$ cat src/verilog/clamp_pkg.sv
// Constants and types for the converter clamp register bank.
// Assumes a 32-bit AXI4-Lite master with byte addresses.
package clamp_pkg;
	// ----------------------------------------
	// Register map
	// ----------------------------------------
	localparam logic [7:0] CODE_IDX = 8'h05;
	localparam logic [7:0] SEL_IDX = 8'h06;
	localparam logic [7:0] CFG_IDX = 8'h07;
	localparam logic [7:0] CODE_ADDR = 8'h14;
	localparam logic [7:0] SEL_ADDR = 8'h18;
	localparam logic [7:0] CFG_ADDR = 8'h1C;
	localparam logic [15:0] CODE_RST = 16'h0000;
	localparam logic [15:0] SEL_RST = 16'h0000;
	localparam logic [15:0] CFG_RST = 16'h0000;
	localparam int NCONV = 4;
	localparam int CFG_W = 12;
	localparam int RANGE_W = 4;
	// ----------------------------------------
	// Fields and codes
	// ----------------------------------------
	localparam logic [1:0] POL_TRACK = 2'h0;
	localparam logic [1:0] POL_USER = 2'h1;
	localparam logic [1:0] POL_AUTO = 2'h2;
	localparam logic [1:0] POL_BAD = 2'h3;
	localparam logic [3:0] PCL_VOLT_OK = 4'h3;
	localparam logic [3:0] NCL_VOLT_9 = 4'h2;
	localparam logic [3:0] NCL_VOLT_15 = 4'h7;
	localparam logic [3:0] NCL_VOLT_18 = 4'h9;
	localparam logic [3:0] RANGE_CUR_LO = 4'h4;
	localparam logic [3:0] RANGE_CUR_HI = 4'h7;
	localparam logic [2:0] RANGE_CUR_TOP = 3'h7;
	localparam logic [1:0] RESP_OKAY = 2'h0;
	localparam logic [1:0] RESP_DECERR = 2'h3;
	// Field order matches bits 11:0 of the config word
	typedef struct packed {
		logic [1:0] policy;
		logic [3:0] pclamp;
		logic [3:0] nclamp;
		logic [1:0] arm;
	} conv_cfg_s;
	typedef conv_cfg_s [NCONV-1:0] conv_cfg_arr_t;
endpackage : clamp_pkg

$ cat src/verilog/clamp_regs.sv
// Conversion code, converter select and converter clamp config registers.
// Assumes AXI4-Lite master on CLK; range and learn inputs are CLK-synchronous.
`timescale 1ns/1ps
`default_nettype none
// Behaviour
// [RULE1] A 16-bit read/write code register at index 0x05 drives the converter code.
// [RULE2] A 16-bit read/write select register at index 0x06 resets to zero, reserved bits too.
// [RULE3] Select bits 0 to 3 pick supply converters A to D and reset to zero.
// [RULE4] A 16-bit read/write config register at index 0x07 resets to zero, bits 15:12 reserved.
// [RULE5] Clamp policy sits in bits 11:10, resets to 00, and code 11 is never taken.
// [RULE6] Policy 00 is full tracking and applies no user clamp levels.
// [RULE7] Policy 01 lets software write both clamp level fields.
// [RULE8] Policy 10 loads the positive clamp from the learn logic and ignores writes to it.
// [RULE9] Positive clamp sits in bits 9:6; in voltage mode only code 0011 is valid.
// [RULE10] Negative clamp sits in bits 5:2; in voltage mode only 0010, 0111 and 1001 are valid.
// [RULE11] Arm enable in bits 1:0 enables neither, positive, negative or both arms.
// [RULE12] Range codes 0100 to 0111 and 111x mean current mode, other codes voltage mode.
// [RULE13] Config writes go to every selected converter; reads return the first selected one.
// [RULE14] Reserved bits have no effect; select keeps them, config reads them as zero.
module clamp_regs #(
	parameter int ADDR_W = 8
) (
	input wire logic CLK,
	input wire logic ARST_N,
	input wire logic S_AXI_AWVALID,
	output logic S_AXI_AWREADY,
	input wire logic [ADDR_W-1:0] S_AXI_AWADDR,
	input wire logic S_AXI_WVALID,
	output logic S_AXI_WREADY,
	input wire logic [31:0] S_AXI_WDATA,
	input wire logic [3:0] S_AXI_WSTRB,
	output logic S_AXI_BVALID,
	input wire logic S_AXI_BREADY,
	output logic [1:0] S_AXI_BRESP,
	input wire logic S_AXI_ARVALID,
	output logic S_AXI_ARREADY,
	input wire logic [ADDR_W-1:0] S_AXI_ARADDR,
	output logic S_AXI_RVALID,
	input wire logic S_AXI_RREADY,
	output logic [31:0] S_AXI_RDATA,
	output logic [1:0] S_AXI_RRESP,
	input wire logic [15:0] RANGE_IN,
	input wire logic [15:0] AUTO_PCLAMP,
	output logic [15:0] CODE_OUT,
	output clamp_pkg::conv_cfg_arr_t CONV_CFG,
	output logic [3:0] CLAMP_APPLY,
	output logic [3:0] CURRENT_MODE,
	output logic [3:0] ARM_POS,
	output logic [3:0] ARM_NEG,
	output logic [3:0] CLAMP_INVALID
);
	import clamp_pkg::*;
	if (ADDR_W < 8) begin : g_chk
		$error("ADDR_W must be at least 8");
	end
	// ----------------------------------------
	// Helpers
	// ----------------------------------------
	function automatic logic [15:0] wr16(input logic [15:0] old, input logic [31:0] d,
		input logic [3:0] s);
		logic [15:0] r;
		r = old;
		if (s[0]) r[7:0] = d[7:0];
		if (s[1]) r[15:8] = d[15:8];
		return r;
	endfunction : wr16
	function automatic logic is_cur(input logic [3:0] rng);
		return (rng >= RANGE_CUR_LO && rng <= RANGE_CUR_HI) || rng[3:1] == RANGE_CUR_TOP; // RULE12
	endfunction : is_cur
	function automatic logic hit(input logic [ADDR_W-1:0] a, input logic [7:0] reg_addr);
		return a == ADDR_W'(reg_addr);
	endfunction : hit

	// ----------------------------------------
	// State
	// ----------------------------------------
	typedef enum logic [1:0] {WR_IDLE = 2'b01, WR_RESP = 2'b10} wr_e;
	typedef enum logic [1:0] {RD_IDLE = 2'b01, RD_DATA = 2'b10} rd_e;
	wr_e wr_state_reg, wr_state_next;
	rd_e rd_state_reg, rd_state_next;
	logic aw_have_reg, aw_have_next, w_have_reg, w_have_next;
	logic awready_reg, awready_next, wready_reg, wready_next;
	logic bvalid_reg, bvalid_next, arready_reg, arready_next, rvalid_reg, rvalid_next;
	logic [1:0] bresp_reg, bresp_next, rresp_reg, rresp_next;
	logic [ADDR_W-1:0] waddr_reg, waddr_next;
	logic [31:0] wdata_reg, wdata_next, rdata_reg, rdata_next;
	logic [3:0] wstrb_reg, wstrb_next;
	logic [15:0] code_reg, code_next, sel_reg, sel_next;
	conv_cfg_arr_t cfg_reg, cfg_next;
	logic [3:0] apply_reg, apply_next, cur_reg, cur_next;
	logic [3:0] apos_reg, apos_next, aneg_reg, aneg_next, inv_reg, inv_next;
	logic commit, aw_hs, w_hs, ar_hs, w_hit;
	assign aw_hs = S_AXI_AWVALID && awready_reg;
	assign w_hs = S_AXI_WVALID && wready_reg;
	assign ar_hs = S_AXI_ARVALID && arready_reg;
	assign commit = wr_state_reg == WR_IDLE && aw_have_reg && w_have_reg;
	assign w_hit = hit(waddr_reg, CODE_ADDR) || hit(waddr_reg, SEL_ADDR) ||
		hit(waddr_reg, CFG_ADDR);

	// ----------------------------------------
	// Write channel
	// ----------------------------------------
	// Address and data are taken in either order, then answered together
	always_comb begin
		wr_state_next = wr_state_reg;
		aw_have_next = aw_have_reg || aw_hs;
		w_have_next = w_have_reg || w_hs;
		waddr_next = aw_hs ? S_AXI_AWADDR : waddr_reg;
		wdata_next = w_hs ? S_AXI_WDATA : wdata_reg;
		wstrb_next = w_hs ? S_AXI_WSTRB : wstrb_reg;
		bvalid_next = bvalid_reg;
		bresp_next = bresp_reg;
		unique case (wr_state_reg)
			WR_IDLE: begin
				if (commit) begin
					wr_state_next = WR_RESP;
					bvalid_next = 1'b1;
					bresp_next = w_hit ? RESP_OKAY : RESP_DECERR;
					aw_have_next = 1'b0;
					w_have_next = 1'b0;
				end
			end
			WR_RESP: begin
				if (S_AXI_BREADY) begin
					wr_state_next = WR_IDLE;
					bvalid_next = 1'b0;
				end
			end
		endcase
		awready_next = wr_state_next == WR_IDLE && !aw_have_next;
		wready_next = wr_state_next == WR_IDLE && !w_have_next;
	end
	always_ff @(posedge CLK or negedge ARST_N) begin
		if (!ARST_N) begin
			wr_state_reg <= WR_IDLE;
			aw_have_reg <= 1'b0;
			w_have_reg <= 1'b0;
			waddr_reg <= '0;
			wdata_reg <= 32'h00000000;
			wstrb_reg <= 4'h0;
			awready_reg <= 1'b0;
			wready_reg <= 1'b0;
			bvalid_reg <= 1'b0;
			bresp_reg <= RESP_OKAY;
		end else begin
			wr_state_reg <= wr_state_next;
			aw_have_reg <= aw_have_next;
			w_have_reg <= w_have_next;
			waddr_reg <= waddr_next;
			wdata_reg <= wdata_next;
			wstrb_reg <= wstrb_next;
			awready_reg <= awready_next;
			wready_reg <= wready_next;
			bvalid_reg <= bvalid_next;
			bresp_reg <= bresp_next;
		end
	end

	// ----------------------------------------
	// Read channel
	// ----------------------------------------
	function automatic logic [31:0] rd_mux(input logic [ADDR_W-1:0] a);
		logic [31:0] r;
		r = 32'h00000000;
		if (hit(a, CODE_ADDR)) r[15:0] = code_reg; // RULE1
		if (hit(a, SEL_ADDR)) r[15:0] = sel_reg; // RULE2
		if (hit(a, CFG_ADDR)) begin
			// Lowest selected converter answers; none selected reads zero
			for (int i = NCONV - 1; i >= 0; i--) begin
				if (sel_reg[i]) r[CFG_W-1:0] = cfg_reg[i]; // RULE13 RULE4
			end
		end
		return r;
	endfunction : rd_mux
	always_comb begin
		rd_state_next = rd_state_reg;
		rvalid_next = rvalid_reg;
		rdata_next = rdata_reg;
		rresp_next = rresp_reg;
		unique case (rd_state_reg)
			RD_IDLE: begin
				if (ar_hs) begin
					rd_state_next = RD_DATA;
					rvalid_next = 1'b1;
					rdata_next = rd_mux(S_AXI_ARADDR);
					rresp_next = (hit(S_AXI_ARADDR, CODE_ADDR) || hit(S_AXI_ARADDR, SEL_ADDR) ||
						hit(S_AXI_ARADDR, CFG_ADDR)) ? RESP_OKAY : RESP_DECERR;
				end
			end
			RD_DATA: begin
				if (S_AXI_RREADY) begin
					rd_state_next = RD_IDLE;
					rvalid_next = 1'b0;
				end
			end
		endcase
		arready_next = rd_state_next == RD_IDLE;
	end
	always_ff @(posedge CLK or negedge ARST_N) begin
		if (!ARST_N) begin
			rd_state_reg <= RD_IDLE;
			arready_reg <= 1'b0;
			rvalid_reg <= 1'b0;
			rdata_reg <= 32'h00000000;
			rresp_reg <= RESP_OKAY;
		end else begin
			rd_state_reg <= rd_state_next;
			arready_reg <= arready_next;
			rvalid_reg <= rvalid_next;
			rdata_reg <= rdata_next;
			rresp_reg <= rresp_next;
		end
	end

	// ----------------------------------------
	// Registers and converter controls
	// ----------------------------------------
	always_comb begin
		logic [15:0] nv;
		conv_cfg_s nc;
		nv = 16'h0000;
		nc = '0;
		code_next = code_reg;
		sel_next = sel_reg;
		cfg_next = cfg_reg;
		if (commit && hit(waddr_reg, CODE_ADDR)) code_next = wr16(code_reg, wdata_reg, wstrb_reg); // RULE1
		// Reserved select bits are stored but steer nothing
		if (commit && hit(waddr_reg, SEL_ADDR)) sel_next = wr16(sel_reg, wdata_reg, wstrb_reg); // RULE2 RULE14
		for (int i = 0; i < NCONV; i++) begin
			if (commit && hit(waddr_reg, CFG_ADDR) && sel_reg[i]) begin // RULE3 RULE13
				nv = wr16({4'h0, cfg_reg[i]}, wdata_reg, wstrb_reg);
				nc = nv[CFG_W-1:0]; // RULE4 RULE14
				if (nc.policy == POL_BAD) nc.policy = cfg_reg[i].policy; // RULE5
				if (nc.policy != POL_USER) nc.pclamp = cfg_reg[i].pclamp; // RULE7 RULE8
				if (nc.policy == POL_TRACK) nc.nclamp = cfg_reg[i].nclamp; // RULE6
				cfg_next[i] = nc;
			end
			// Learn logic owns the positive clamp while auto-learn holds
			if (cfg_next[i].policy == POL_AUTO) cfg_next[i].pclamp = AUTO_PCLAMP[4*i +: 4]; // RULE8
		end
		for (int i = 0; i < NCONV; i++) begin
			apply_next[i] = cfg_next[i].policy != POL_TRACK; // RULE6
			cur_next[i] = is_cur(RANGE_IN[RANGE_W*i +: RANGE_W]); // RULE12
			apos_next[i] = cfg_next[i].arm[0]; // RULE11
			aneg_next[i] = cfg_next[i].arm[1]; // RULE11
			// Flag only; voltage mode cannot serve most clamp codes
			inv_next[i] = apply_next[i] && !cur_next[i] &&
				(cfg_next[i].pclamp != PCL_VOLT_OK || // RULE9
				!(cfg_next[i].nclamp inside {NCL_VOLT_9, NCL_VOLT_15, NCL_VOLT_18})); // RULE10
		end
	end
	always_ff @(posedge CLK or negedge ARST_N) begin
		if (!ARST_N) begin
			code_reg <= CODE_RST;
			sel_reg <= SEL_RST;
			cfg_reg <= {NCONV{CFG_RST[CFG_W-1:0]}};
			apply_reg <= 4'h0;
			cur_reg <= 4'h0;
			apos_reg <= 4'h0;
			aneg_reg <= 4'h0;
			inv_reg <= 4'h0;
		end else begin
			code_reg <= code_next;
			sel_reg <= sel_next;
			cfg_reg <= cfg_next;
			apply_reg <= apply_next;
			cur_reg <= cur_next;
			apos_reg <= apos_next;
			aneg_reg <= aneg_next;
			inv_reg <= inv_next;
		end
	end
	assign S_AXI_AWREADY = awready_reg;
	assign S_AXI_WREADY = wready_reg;
	assign S_AXI_BVALID = bvalid_reg;
	assign S_AXI_BRESP = bresp_reg;
	assign S_AXI_ARREADY = arready_reg;
	assign S_AXI_RVALID = rvalid_reg;
	assign S_AXI_RDATA = rdata_reg;
	assign S_AXI_RRESP = rresp_reg;
	assign CODE_OUT = code_reg;
	assign CONV_CFG = cfg_reg;
	assign CLAMP_APPLY = apply_reg;
	assign CURRENT_MODE = cur_reg;
	assign ARM_POS = apos_reg;
	assign ARM_NEG = aneg_reg;
	assign CLAMP_INVALID = inv_reg;
endmodule : clamp_regs
`default_nettype wire

$ cat config.mk
export PLATFORM = sky130hd
export DESIGN_NAME = clamp_regs
export DESIGN_NICKNAME = d
export VERILOG_FILES = /design/src/verilog/clamp_pkg.sv /design/src/verilog/clamp_regs.sv
export SDC_FILE = /design/constraint.sdc
export NUM_CORES = 1
export LEC_CHECK = 0
export ABC_CLOCK_PERIOD_IN_PS = 4100
export BUFFER_PORTS_ARGS = -buffer_cell sky130_fd_sc_hd__clkbuf_2
export CORE_MARGIN = 1
export CORE_UTILIZATION = 40
export CTS_CLUSTER_DIAMETER = 120
export DETAILED_ROUTE_END_ITERATION = 12
export SKIP_LAST_GASP = 1
export SLEW_MARGIN = 40
export SYNTH_ARGS = -nofsm -noshare
export SYNTH_HDL_FRONTEND = slang
export SYNTH_SLANG_ARGS = --single-unit
$ cat constraint.sdc
create_clock -name CLK -period 4.1 [get_ports CLK]
set_clock_uncertainty 0.2 [all_clocks]
set_input_delay 0.82 -clock CLK [delete_from_list [all_inputs] [get_ports CLK]]
set_output_delay 0.82 -clock CLK [all_outputs]
set_load 0.005 [all_outputs]
== Word level (Yosys, flattened, before mapping) ==
Index checks and enable logic that the tools add are counted.
Word-level totals
  RAM bits: 0
  logic and storage cells: 227
  flip-flop bits (word level): 157
  output and inout bits: 125
  memories: 0
  bits in read-only memories: 0
  bits in latches: 0
Operators by class
  reduce and logical (&&, ||, !) cells: 70
  div/mod/pow operators: 0
  mux-type cells: 61
  add/sub/neg operators: 0
  bitwise gates (word level): 0
  magnitude comparators: 8
  equal/unequal tests: 48
  shift operators: 0
  multiply operators: 0
Operators with widths (number)
  12-bit 2-to-1 mux: 9
  4-bit 2-to-1 mux: 20
  8-bit by 5-bit equality test with 1-bit output (second input constant): 6
  16-bit 2-to-1 mux: 2
  8-bit 2-to-1 mux: 4
  2-bit 2-to-1 mux: 14
  1-bit logical AND: 26
  2-bit equality test (second input constant): 10
  4-bit by 2-bit equality test with 1-bit output (second input constant): 4
  4-bit by 3-bit equality test with 1-bit output (second input constant): 4
  4-bit equality test (second input constant): 4
  4-bit by 3-bit >= comparator with 1-bit output (second input constant): 4
  4-bit by 3-bit <= comparator with 1-bit output (second input constant): 4
  4-bit by 2-bit != test with 1-bit output (second input constant): 4
  2-bit AND reduction: 8
  1-bit logical OR: 14
  3-bit equality test (second input constant): 4
  3-bit nonzero test: 4
  1-bit zero test: 10
  2-bit by 1-bit equality test with 1-bit output (second input constant): 4
  2-bit zero test: 4
  1-bit 2-to-1 mux: 8
  2-bit by 1-bit != test with 1-bit output (second input constant): 4
  2-bit != test (second input constant): 4
  other kinds (3): 8

== Depth between registers and ports, before layout ==
Gate-level depths: netlist (run 1).
  word-level depth: 17
  depth in mapped cells: 10

== Least setup slack after synthesis (run 1) ==
Ideal clock, no wire load.
  path kind: flip-flop to flip-flop
  from: register wr_state_reg[0]
  to: register inv_reg[0], in the netlist CLAMP_INVALID[0]
  cell stages (with the launch flop): 9
  setup time: 140 ps
  arrival time: 2575 ps
  path slack: 1184 ps
  path buffers: 1
  cell sequence: dfstp_2 -> and4b_1 -> buf_2 -> nand4_4 -> a2111oi_0 -> mux2_2 -> mux2_2 -> a211oi_1 -> a41oi_2
RTL lines
  start, declared: line clamp_regs.sv:79  | wr_e wr_state_reg, wr_state_next;
  start signal, assigned: line clamp_regs.sv:146  | wr_state_reg <= wr_state_next;
  end signal, assigned: line clamp_regs.sv:270  | inv_reg <= inv_next;
  end, declared: line clamp_regs.sv:91  | logic [3:0] apos_reg, apos_next, aneg_reg, aneg_next, inv_reg, inv_next;

==> key figures, run 1 <==
Routing
  – Routed WL: 20.90 mm
  – Drt initial violations: 383
  – Vias after detailed routing: 5,924
  – Drt pass-1 iters: 5
  – Wire length per cell: 19.48 um
  – Final ANT Viol Nets: 0
  – DR DRC count: 0
  – Vias per Instance: 5.521

Pwr
  – P_leak: 4.308 nW
  – VDD IR max: 0.3105 mV
  – Pwr Density: 536.9 nW/um2
  – Pwr Total: around 4.8 mW

Setup path
  – Kind of critical path: reg -> reg
  – Reg2Reg Depth: 7
  – Reg-to-reg slack, setup: 0.70 ns
  – WP data arrival: ~3.5 ns
  – Worst setup SP type: register
  – Crit path max fanout: 9
  – WP data required: 4.18 ns
  – Crit end category: register

Clocking
  – Root Buffer: clkbuf_16
  – Setup bufs post-CTS: 0
  – CTS tree: built
  – # H-tree levels: 4
  – Post-CTS Resized: 0
  – Clk_lat worst skew: 0.42 ns
  – Cts hold-fix bufs: 0
  – Num CTS Buffers: 17
  – Clock tree buffer depth: 2
  – Num Clock Sinks: 147
  – Clock transition at path regs: around 0.06 ns

Yosys
  – Sequential share of the synthesized area: 50.54%
  – Synthesized area per cell: between 10 and 15 um2
  – Dominant synthesized flop cell: dfrtp_1
  – Async set-reset flop share out of synthesis: between 90% and 100%
  – Seq cells post-synth: between 100 and 150
  – Post-synth EDFFs: 0
  – Mapped Cells: 675
  – Synth Cell Area: approximately 7300 um2
  – Distinct cells, synth: 63
  – Synth warn: 0

Timing
  – Max Clk Rate: between 0.2 and 0.3 GHz
  – Final min period: roughly 3.4 ns
  – Slew Limit Fails: 0
  – Worst relative slew slack: between 50% and 60%
  – Period utilisation layout: 82.89%
  – Unrepaired setup endpoints after global routing: no
  – Final setup vio count: 0
  – Slew of the pin with the lowest slew margin: ~0.71 ns
  – Final Hold Fails: 0
  – Setup TNS: 0 ns

Cells and area
  – Max FFs per register: 41
  – Area Overhead vs Synth: 22.73%
  – FILL cells: 1,601
  – Nets@finish: 926
  – Diode count: 0
  – Share of cells above drive strength 1: 38.21%

Place
  – Gp weighted congestion: 0.8605
  – Detailed Place HPWL: 15.58 mm
  – I/O Buffers: between 150 and 200

Floorplanning
  – Die footprint: 18,750 um2
  – Row count: 48
  – I/O Pins: between 200 and 250
  – Die W: 136.9 um
  – Core Footprint: around 18,000 um2
  – Initial Util: 41.53%
  – Die Ht: 136.9 um

Worst hold path
  – HP Class: in -> async

Global routing
  – Number of global-route vias before repair: 5,802
  – Antenna violations before repair: 0
  – GR Overflow Total: 0
  – Gr usage total: 23.03%
  – Largest net degree at the start of global routing: 86
  – First-pass GRT wire length: 31.79 mm

Flow run
  – Max-Cap Viols: 0

Status
  – Status: completed
report_power, final:
group          switching [mW]  internal, mW  total [mW]
combinational           0.476         0.440       0.916
sequential              0.401          1.75        2.15
clock                   0.618          1.11        1.73
total                    1.49          3.30        4.80
cells in the final DEF, fill, tap and decap left out, drive strengths merged, types with 3 or more instances in the layout:
cell | netlist | final
a21boi | 5 | 5
o21a | 3 | 3
o32a | 3 | 3
nand2 | 32 | 32
dfrtp | 145 | 145
nor4 | 5 | 5
a21oi | 38 | 38
a22oi | 17 | 17
a221oi | 3 | 3
buf | 30 | 10
a41oi | 3 | 3
conb | 1 | 16
nand4 | 8 | 8
nor3 | 5 | 5
o211ai | 3 | 3
nor2 | 64 | 64
o21ai | 58 | 58
and3 | 4 | 4
bufinv | 0 | 5
a211oi | 5 | 5
nand4b | 3 | 3
clkinvlp | 0 | 3
mux2i | 19 | 19
nand2b | 8 | 8
or2 | 4 | 4
clkbuf | 31 | 197
a31oi | 3 | 3
nand3 | 8 | 8
clkinv | 0 | 4
or4b | 5 | 5
o311ai | 8 | 8
or4 | 4 | 4
nor2b | 15 | 15
mux2 | 84 | 84
o21bai | 4 | 4
o22ai | 3 | 3
inv | 22 | 22
cells in the mapped netlist (all sizes together), types with 2 or more instances:
library cell  count  area share (%)
and2              2            0.17
nor4              5            0.84
o21bai            4            0.57
inv              22             1.1
o21ai            58             4.0
o32a              3            0.41
a211oi            5            0.52
a31oi             3            0.26
o21a              3            0.31
nand3b            2            0.21
dfrtp           145              50
a21o              2            0.21
nand3             8            0.55
nor2b            15             1.3
nand2            32             1.6
or4b              5            0.69
nor2             64             3.4
nand4b            3            0.36
mux2             84              13
a211o             2            0.24
o211ai            3            0.31
nand4             8            0.98
or4               4            0.57
nand2b            8            0.69
or2               4            0.34
o22ai             3            0.26
a2111oi           2            0.33
nor3              5            0.34
a221oi            3            0.45
clkbuf           31             1.6
a21oi            38             2.6
a41oi             3            0.57
buf              30             3.0
and3              4            0.34
o311ai            8            0.96
mux2i            19             2.6
dfstp             2            0.72
a22oi            17             1.8
a21boi            5            0.52
metal layers:
layer | wire (um) | track usage [%] | vias to the layer above
met5 | 0 | 0 | -
met4 | 492 | 8.791 | 0
met3 | 1520 | 6.444 | 32
met2 | 9990 | 36.31 | 259
met1 | 8901 | 29.95 | 2906
li1 | - | - | 2727
cell type report:
class	instances	area, um2	share of cell area (%)
tap	225	281.5	3.149
timing repair buffer	187	982.2	10.99
clock inverter	12	203.9	2.282
inverter	22	82.58	0.9239
clock buffer	20	456.7	5.109
multi-input combinational	460	3251	36.37
sequential	147	3681	41.18
kinds of logic (layout without fill, tap and decap cells):
| family | after synthesis | in the layout | synth area share [%] |
|---|---|---|---|
| AND/OR/NAND/NOR | 174 | 174 | 13.19 |
| flip-flops | 147 | 147 | 50.54 |
| buffers and inverters | 83 | 241 | 5.721 |
| other | 1 | 16 | 0.05149 |
| AO/OA/AOI/OAI | 167 | 167 | 14.84 |
| multiplexers | 103 | 103 | 15.65 |
worst paths after layout:
| kind | end | from |
|---|---|---|
| setup / recovery | CLAMP_INVALID[2]$_DFF_PN0_ | wr_state_reg[0]$_DFF_PN1_ |
| hold / removal | wdata_reg[4]$_DFFE_PN0P_ | ARST_N |
| setup reg to reg | CLAMP_INVALID[2]$_DFF_PN0_ | wr_state_reg[0]$_DFF_PN1_ |
| hold reg to reg | rd_state_reg[0]$_DFF_PN1_ | rd_state_reg[0]$_DFF_PN1_ |
| max in group asynchronous | CONV_CFG[9]$_DFF_PN0_ | ARST_N |
| min in group CLK | rd_state_reg[0]$_DFF_PN1_ | rd_state_reg[0]$_DFF_PN1_ |
critical path, stage by stage (launching register included):
cell and delay, ns:
dfstp_2 0.55, and4b_1 0.44, nand4_4 0.26, nor4_4 0.55
mux2_2 0.42, or4b_1 0.50, nand3_1 0.18, a41oi_2 0.15
through the flow:
| stage | area [um2] | setup slack [ns] | hold WS [ns] | cells | util, % |
|---|---|---|---|---|---|
| 2_1_floorplan | 7340 | 1.184 | 0.2502 | 690 | - |
| 3_3_place_gp | 8272 | 0.8350 | 0.2589 | 1041 | 47.17 |
| 3_5_place_dp | 8274 | 0.6991 | 0.2926 | 1041 | 47.18 |
| 4_1_cts | 8935 | 0.7048 | 0.2901 | 1073 | 50.95 |
| 5_1_grt | 8939 | 0.5769 | 0.3131 | 1073 | 50.97 |
| 6_report | 8939 | 0.7013 | 0.2661 | 1073 | 50.97 |
No activity file was read; power rests on OpenSTA's default activity.
==> inputs of run 2 (changes only) <==
--- a/config.mk
+++ b/config.mk
@@ -5,7 +5,8 @@
 export SDC_FILE = /design/constraint.sdc
 export NUM_CORES = 1
 export LEC_CHECK = 0
-export ABC_CLOCK_PERIOD_IN_PS = 4100
+export ABC_AREA = 1
+export ABC_CLOCK_PERIOD_IN_PS = 3300
 export BUFFER_PORTS_ARGS = -buffer_cell sky130_fd_sc_hd__clkbuf_2
 export CORE_MARGIN = 1
 export CORE_UTILIZATION = 40
==> constraint.sdc (replaced) <==
create_clock -name CLK -period 3.3 [get_ports CLK]
set_clock_uncertainty 0.2 [all_clocks]
set_input_delay 0.66 -clock CLK [delete_from_list [all_inputs] [get_ports CLK]]
set_output_delay 0.66 -clock CLK [all_outputs]
set_load 0.005 [all_outputs]
==> run 2 against run 1 <==
Register-to-register slack worse by 0.12 ns. Clock power is 16% higher. Design area rose by 7.7%. Non-clock buffer count increased by 6. Die area is 9.2% higher. Sequential share of layout area shrank 2.9 points. Critical path depth rose by 5. Fmax grew 25%. Synthesized area up 9.4%. Cell count increased by 42%. Largest cell class unchanged. Highest routed layer unchanged.
==> key figures, run 2 <==
Routing
  – Wire length per cell: 16.21 um
  – Top sig layer: met4
  – Vias after detailed routing: 7,663
  – Met1 Routed Length: 11.03 mm
  – WL met2: 11.21 mm
  – Vias per Instance: 5.038
  – Final ANT Viol Nets: 0
  – DR DRC count: 0
  – Met3 wire len: between 1.5 and 2 mm
  – Drt initial violations: 686
  – Routed WL: 24.66 mm
  – Drt pass-1 iters: 5

Clocking
  – Num Clock Sinks: 147
  – Cts hold-fix bufs: 1
  – # H-tree levels: 4
  – Num CTS Buffers: 17
  – CTS tree: built
  – Setup bufs post-CTS: 0
  – Clock transition at path regs: 0.06 ns
  – Clock tree buffer depth: 2
  – Root Buffer: clkbuf_16
  – Clk_lat worst skew: around 0.43 ns
  – Post-CTS Resized: 0

Yosys
  – Synth Cell Area: 7966 um2
  – Top-count cell post-synth: nand2_1
  – Synthesized area per cell: 7.404 um2
  – Async set-reset flop share out of synthesis: 100.0%
  – Seq cells post-synth: 147
  – Synth Area in Compound Gates: 11.95%
  – Post-Synth XOR/XNOR Area: 0%
  – Dominant synthesized flop cell: dfrtp_1
  – Combinational family with the most area after synthesis: simple AND/OR/NAND/NOR gates
  – Area share of the largest cell type after synthesis: 45.55%
  – Post-synth EDFFs: 0
  – Mapped Cells: 1,076
  – Synth top cells by count: 326 x nand2_1, 145 x dfrtp_1, 110 x inv_1, 105 x nor2_1, 87 x a21oi_1
  – Distinct cells, synth: 37
  – Synth Area in Adders: 0%
  – Synth top area cells: dfrtp_1 46%, nand2_1 15%, a21oi_1 5.5%
  – Sequential share of the synthesized area: 46.21%
  – Synth Area in Simple Gates: 30.67%
  – Synth warn: 0
  – Most area-hungry cell type in the Yosys netlist: dfrtp_1
  – Mux share of post-synthesis cell area: 1.272%

Status
  – Status: completed

Timing
  – Max Clk Rate: 0.3672 GHz
  – Slew Limit Fails: 0
  – Setup TNS: 0 ns
  – Period utilisation layout: 82.52%
  – Final setup vio count: 0
  – Worst relative slew slack: 55.60%
  – Unrepaired setup endpoints after global routing: no
  – Final min period: 2.723 ns
  – Final Hold Fails: 0
  – Post-route setup slack: 0.5767 ns
  – Slew of the pin with the lowest slew margin: 0.6640 ns

Floorplanning
  – Die footprint: 20,480 um2
  – Row count: 51
  – Initial Util: 40.93%
  – I/O Pins: roughly 220
  – Die W: 143.1 um
  – Core Footprint: 19,460 um2
  – Die Ht: 143.1 um

Setup path
  – Crit end category: register
  – Crit path max fanout: 15
  – CP max stage delay: 0.57 ns
  – WP data required: between 3 and 4 ns
  – Critical path, cell by cell: nand2_2 -> nor2_8 -> nand3_4 -> nor2_2 -> nand2_1 -> nand2_2 -> nand2_1 -> nand3_1 -> nand2_1 -> nand2_1 -> nor2_1 -> a21oi_1
  – Worst setup SP type: register
  – WP data arrival: about 2.9 ns
  – Critical Path Most Common Cell: nand2_1
  – Slowest-stage cell, CP: dfstp_2
  – Kind of critical path: reg -> reg

Global routing
  – Antenna violations before repair: 0
  – Gr usage total: 25.05%
  – Number of global-route vias before repair: about 7,000
  – Largest net degree at the start of global routing: 83
  – First-pass GRT wire length: around 38 mm
  – GR Overflow Total: 0

Place
  – Gp weighted congestion: 0.9057
  – Detailed Place HPWL: 18.57 mm
  – I/O Buffers: 177
  – Pre-CTS WS: approximately 0.4 ns

Cells and area
  – Commonest non-fill, non-tap cell in the layout: nand2_1
  – Most frequent cells in the layout: 326 x nand2_1, 176 x clkbuf_2, 145 x dfrtp_1, 110 x inv_1, 105 x nor2_1
  – Area Overhead vs Synth: 20.79%
  – Share of cells above drive strength 1: between 20 and 25%
  – Diode count: 0
  – Nets@finish: 1,334
  – FILL cells: 1,973
  – Max FFs per register: 41

Flow run
  – Max-Cap Viols: 0

Pwr
  – P_leak: 5.298 nW
  – VDD IR max: approximately 0.4 mV
  – Pwr Density: around 660 nW/um2

Worst hold path
  – HP Class: in -> reg
==> run 2: cell families after synthesis <==
kind of cell	after synthesis
and+or+nand+nor	566
buffers and inverters	172
DFF	147
AOI/OAI and AO/OA	181
other	1
muxes	9
==> run 2: path summary, 6_finish.rpt <==
kind	from	cells past startpoint	end	slack, ns
setup / recovery	wr_state_reg[0]$_DFF_PN1_	12	CLAMP_INVALID[0]$_DFF_PN0_	0.58
hold / removal	RANGE_IN[6]	3	CURRENT_MODE[1]$_DFF_PN0_	0.24
setup reg to reg	wr_state_reg[0]$_DFF_PN1_	12	CLAMP_INVALID[0]$_DFF_PN0_	0.58
hold reg to reg	S_AXI_RVALID$_DFFE_PN0P_	2	S_AXI_RVALID$_DFFE_PN0P_	0.28
max in group asynchronous	ARST_N	3	wr_state_reg[0]$_DFF_PN1_	1.85
min in group asynchronous	ARST_N	2	CURRENT_MODE[0]$_DFF_PN0_	0.38
==> run 2: final cells by class <==
| type | count | area, um2 | share of cell area (%) |
|---|---|---|---|
| multi-input cells | 772 | 3557 | 36.97 |
| inverters | 112 | 420.4 | 4.369 |
| clock inverters | 12 | 156.4 | 1.625 |
| clock buffers | 20 | 436.7 | 4.538 |
| flip-flops and latches | 147 | 3681 | 38.25 |
| repair buffers | 193 | 1040 | 10.80 |
| well taps | 265 | 331.6 | 3.446 |
==> run 2: worst max-delay path: cells and delay by family, from the launching register on <==
family	cells	cell delay (ns)
AND/OR/NAND/NOR	11	1.74
flip-flops	1	0.57
AO/OA/AOI/OAI	1	0.11
==> run 2: through the flow <==
| step | power, mW | utilization, % | instance area, um2 | cells | hold WS (ns) |
|---|---|---|---|---|---|
| 6_report | 6.345 | 49.44 | 9623 | 1521 | 0.2393 |
| 5_1_grt | 6.707 | 49.44 | 9623 | 1521 | 0.2407 |
| 4_1_cts | 6.341 | 49.44 | 9623 | 1521 | 0.2340 |
| 3_5_place_dp | 4.349 | 46.35 | 9020 | 1488 | 0.2530 |
| 3_3_place_gp | 4.318 | 46.35 | 9020 | 1488 | 0.2542 |
| 2_1_floorplan | 3.646 | - | 8023 | 1091 | 0.1644 |
==> run 2: per-layer routing <==
layer / global-route usage [%] / up-vias
li1: - / 3761
met1: 34.28 / 3576
met2: 38.77 / 285
met3: 5.835 / 41
met4: 8.602 / 0
met5: 0 / -
==> run 2: where the power goes <==
group	internal [mW]	leakage [nW]	switching, mW
combinational	0.608	3.16	1.25
clock	1.19	0.277	0.807
sequential	2.15	1.87	0.339
total	3.95	5.30	2.40
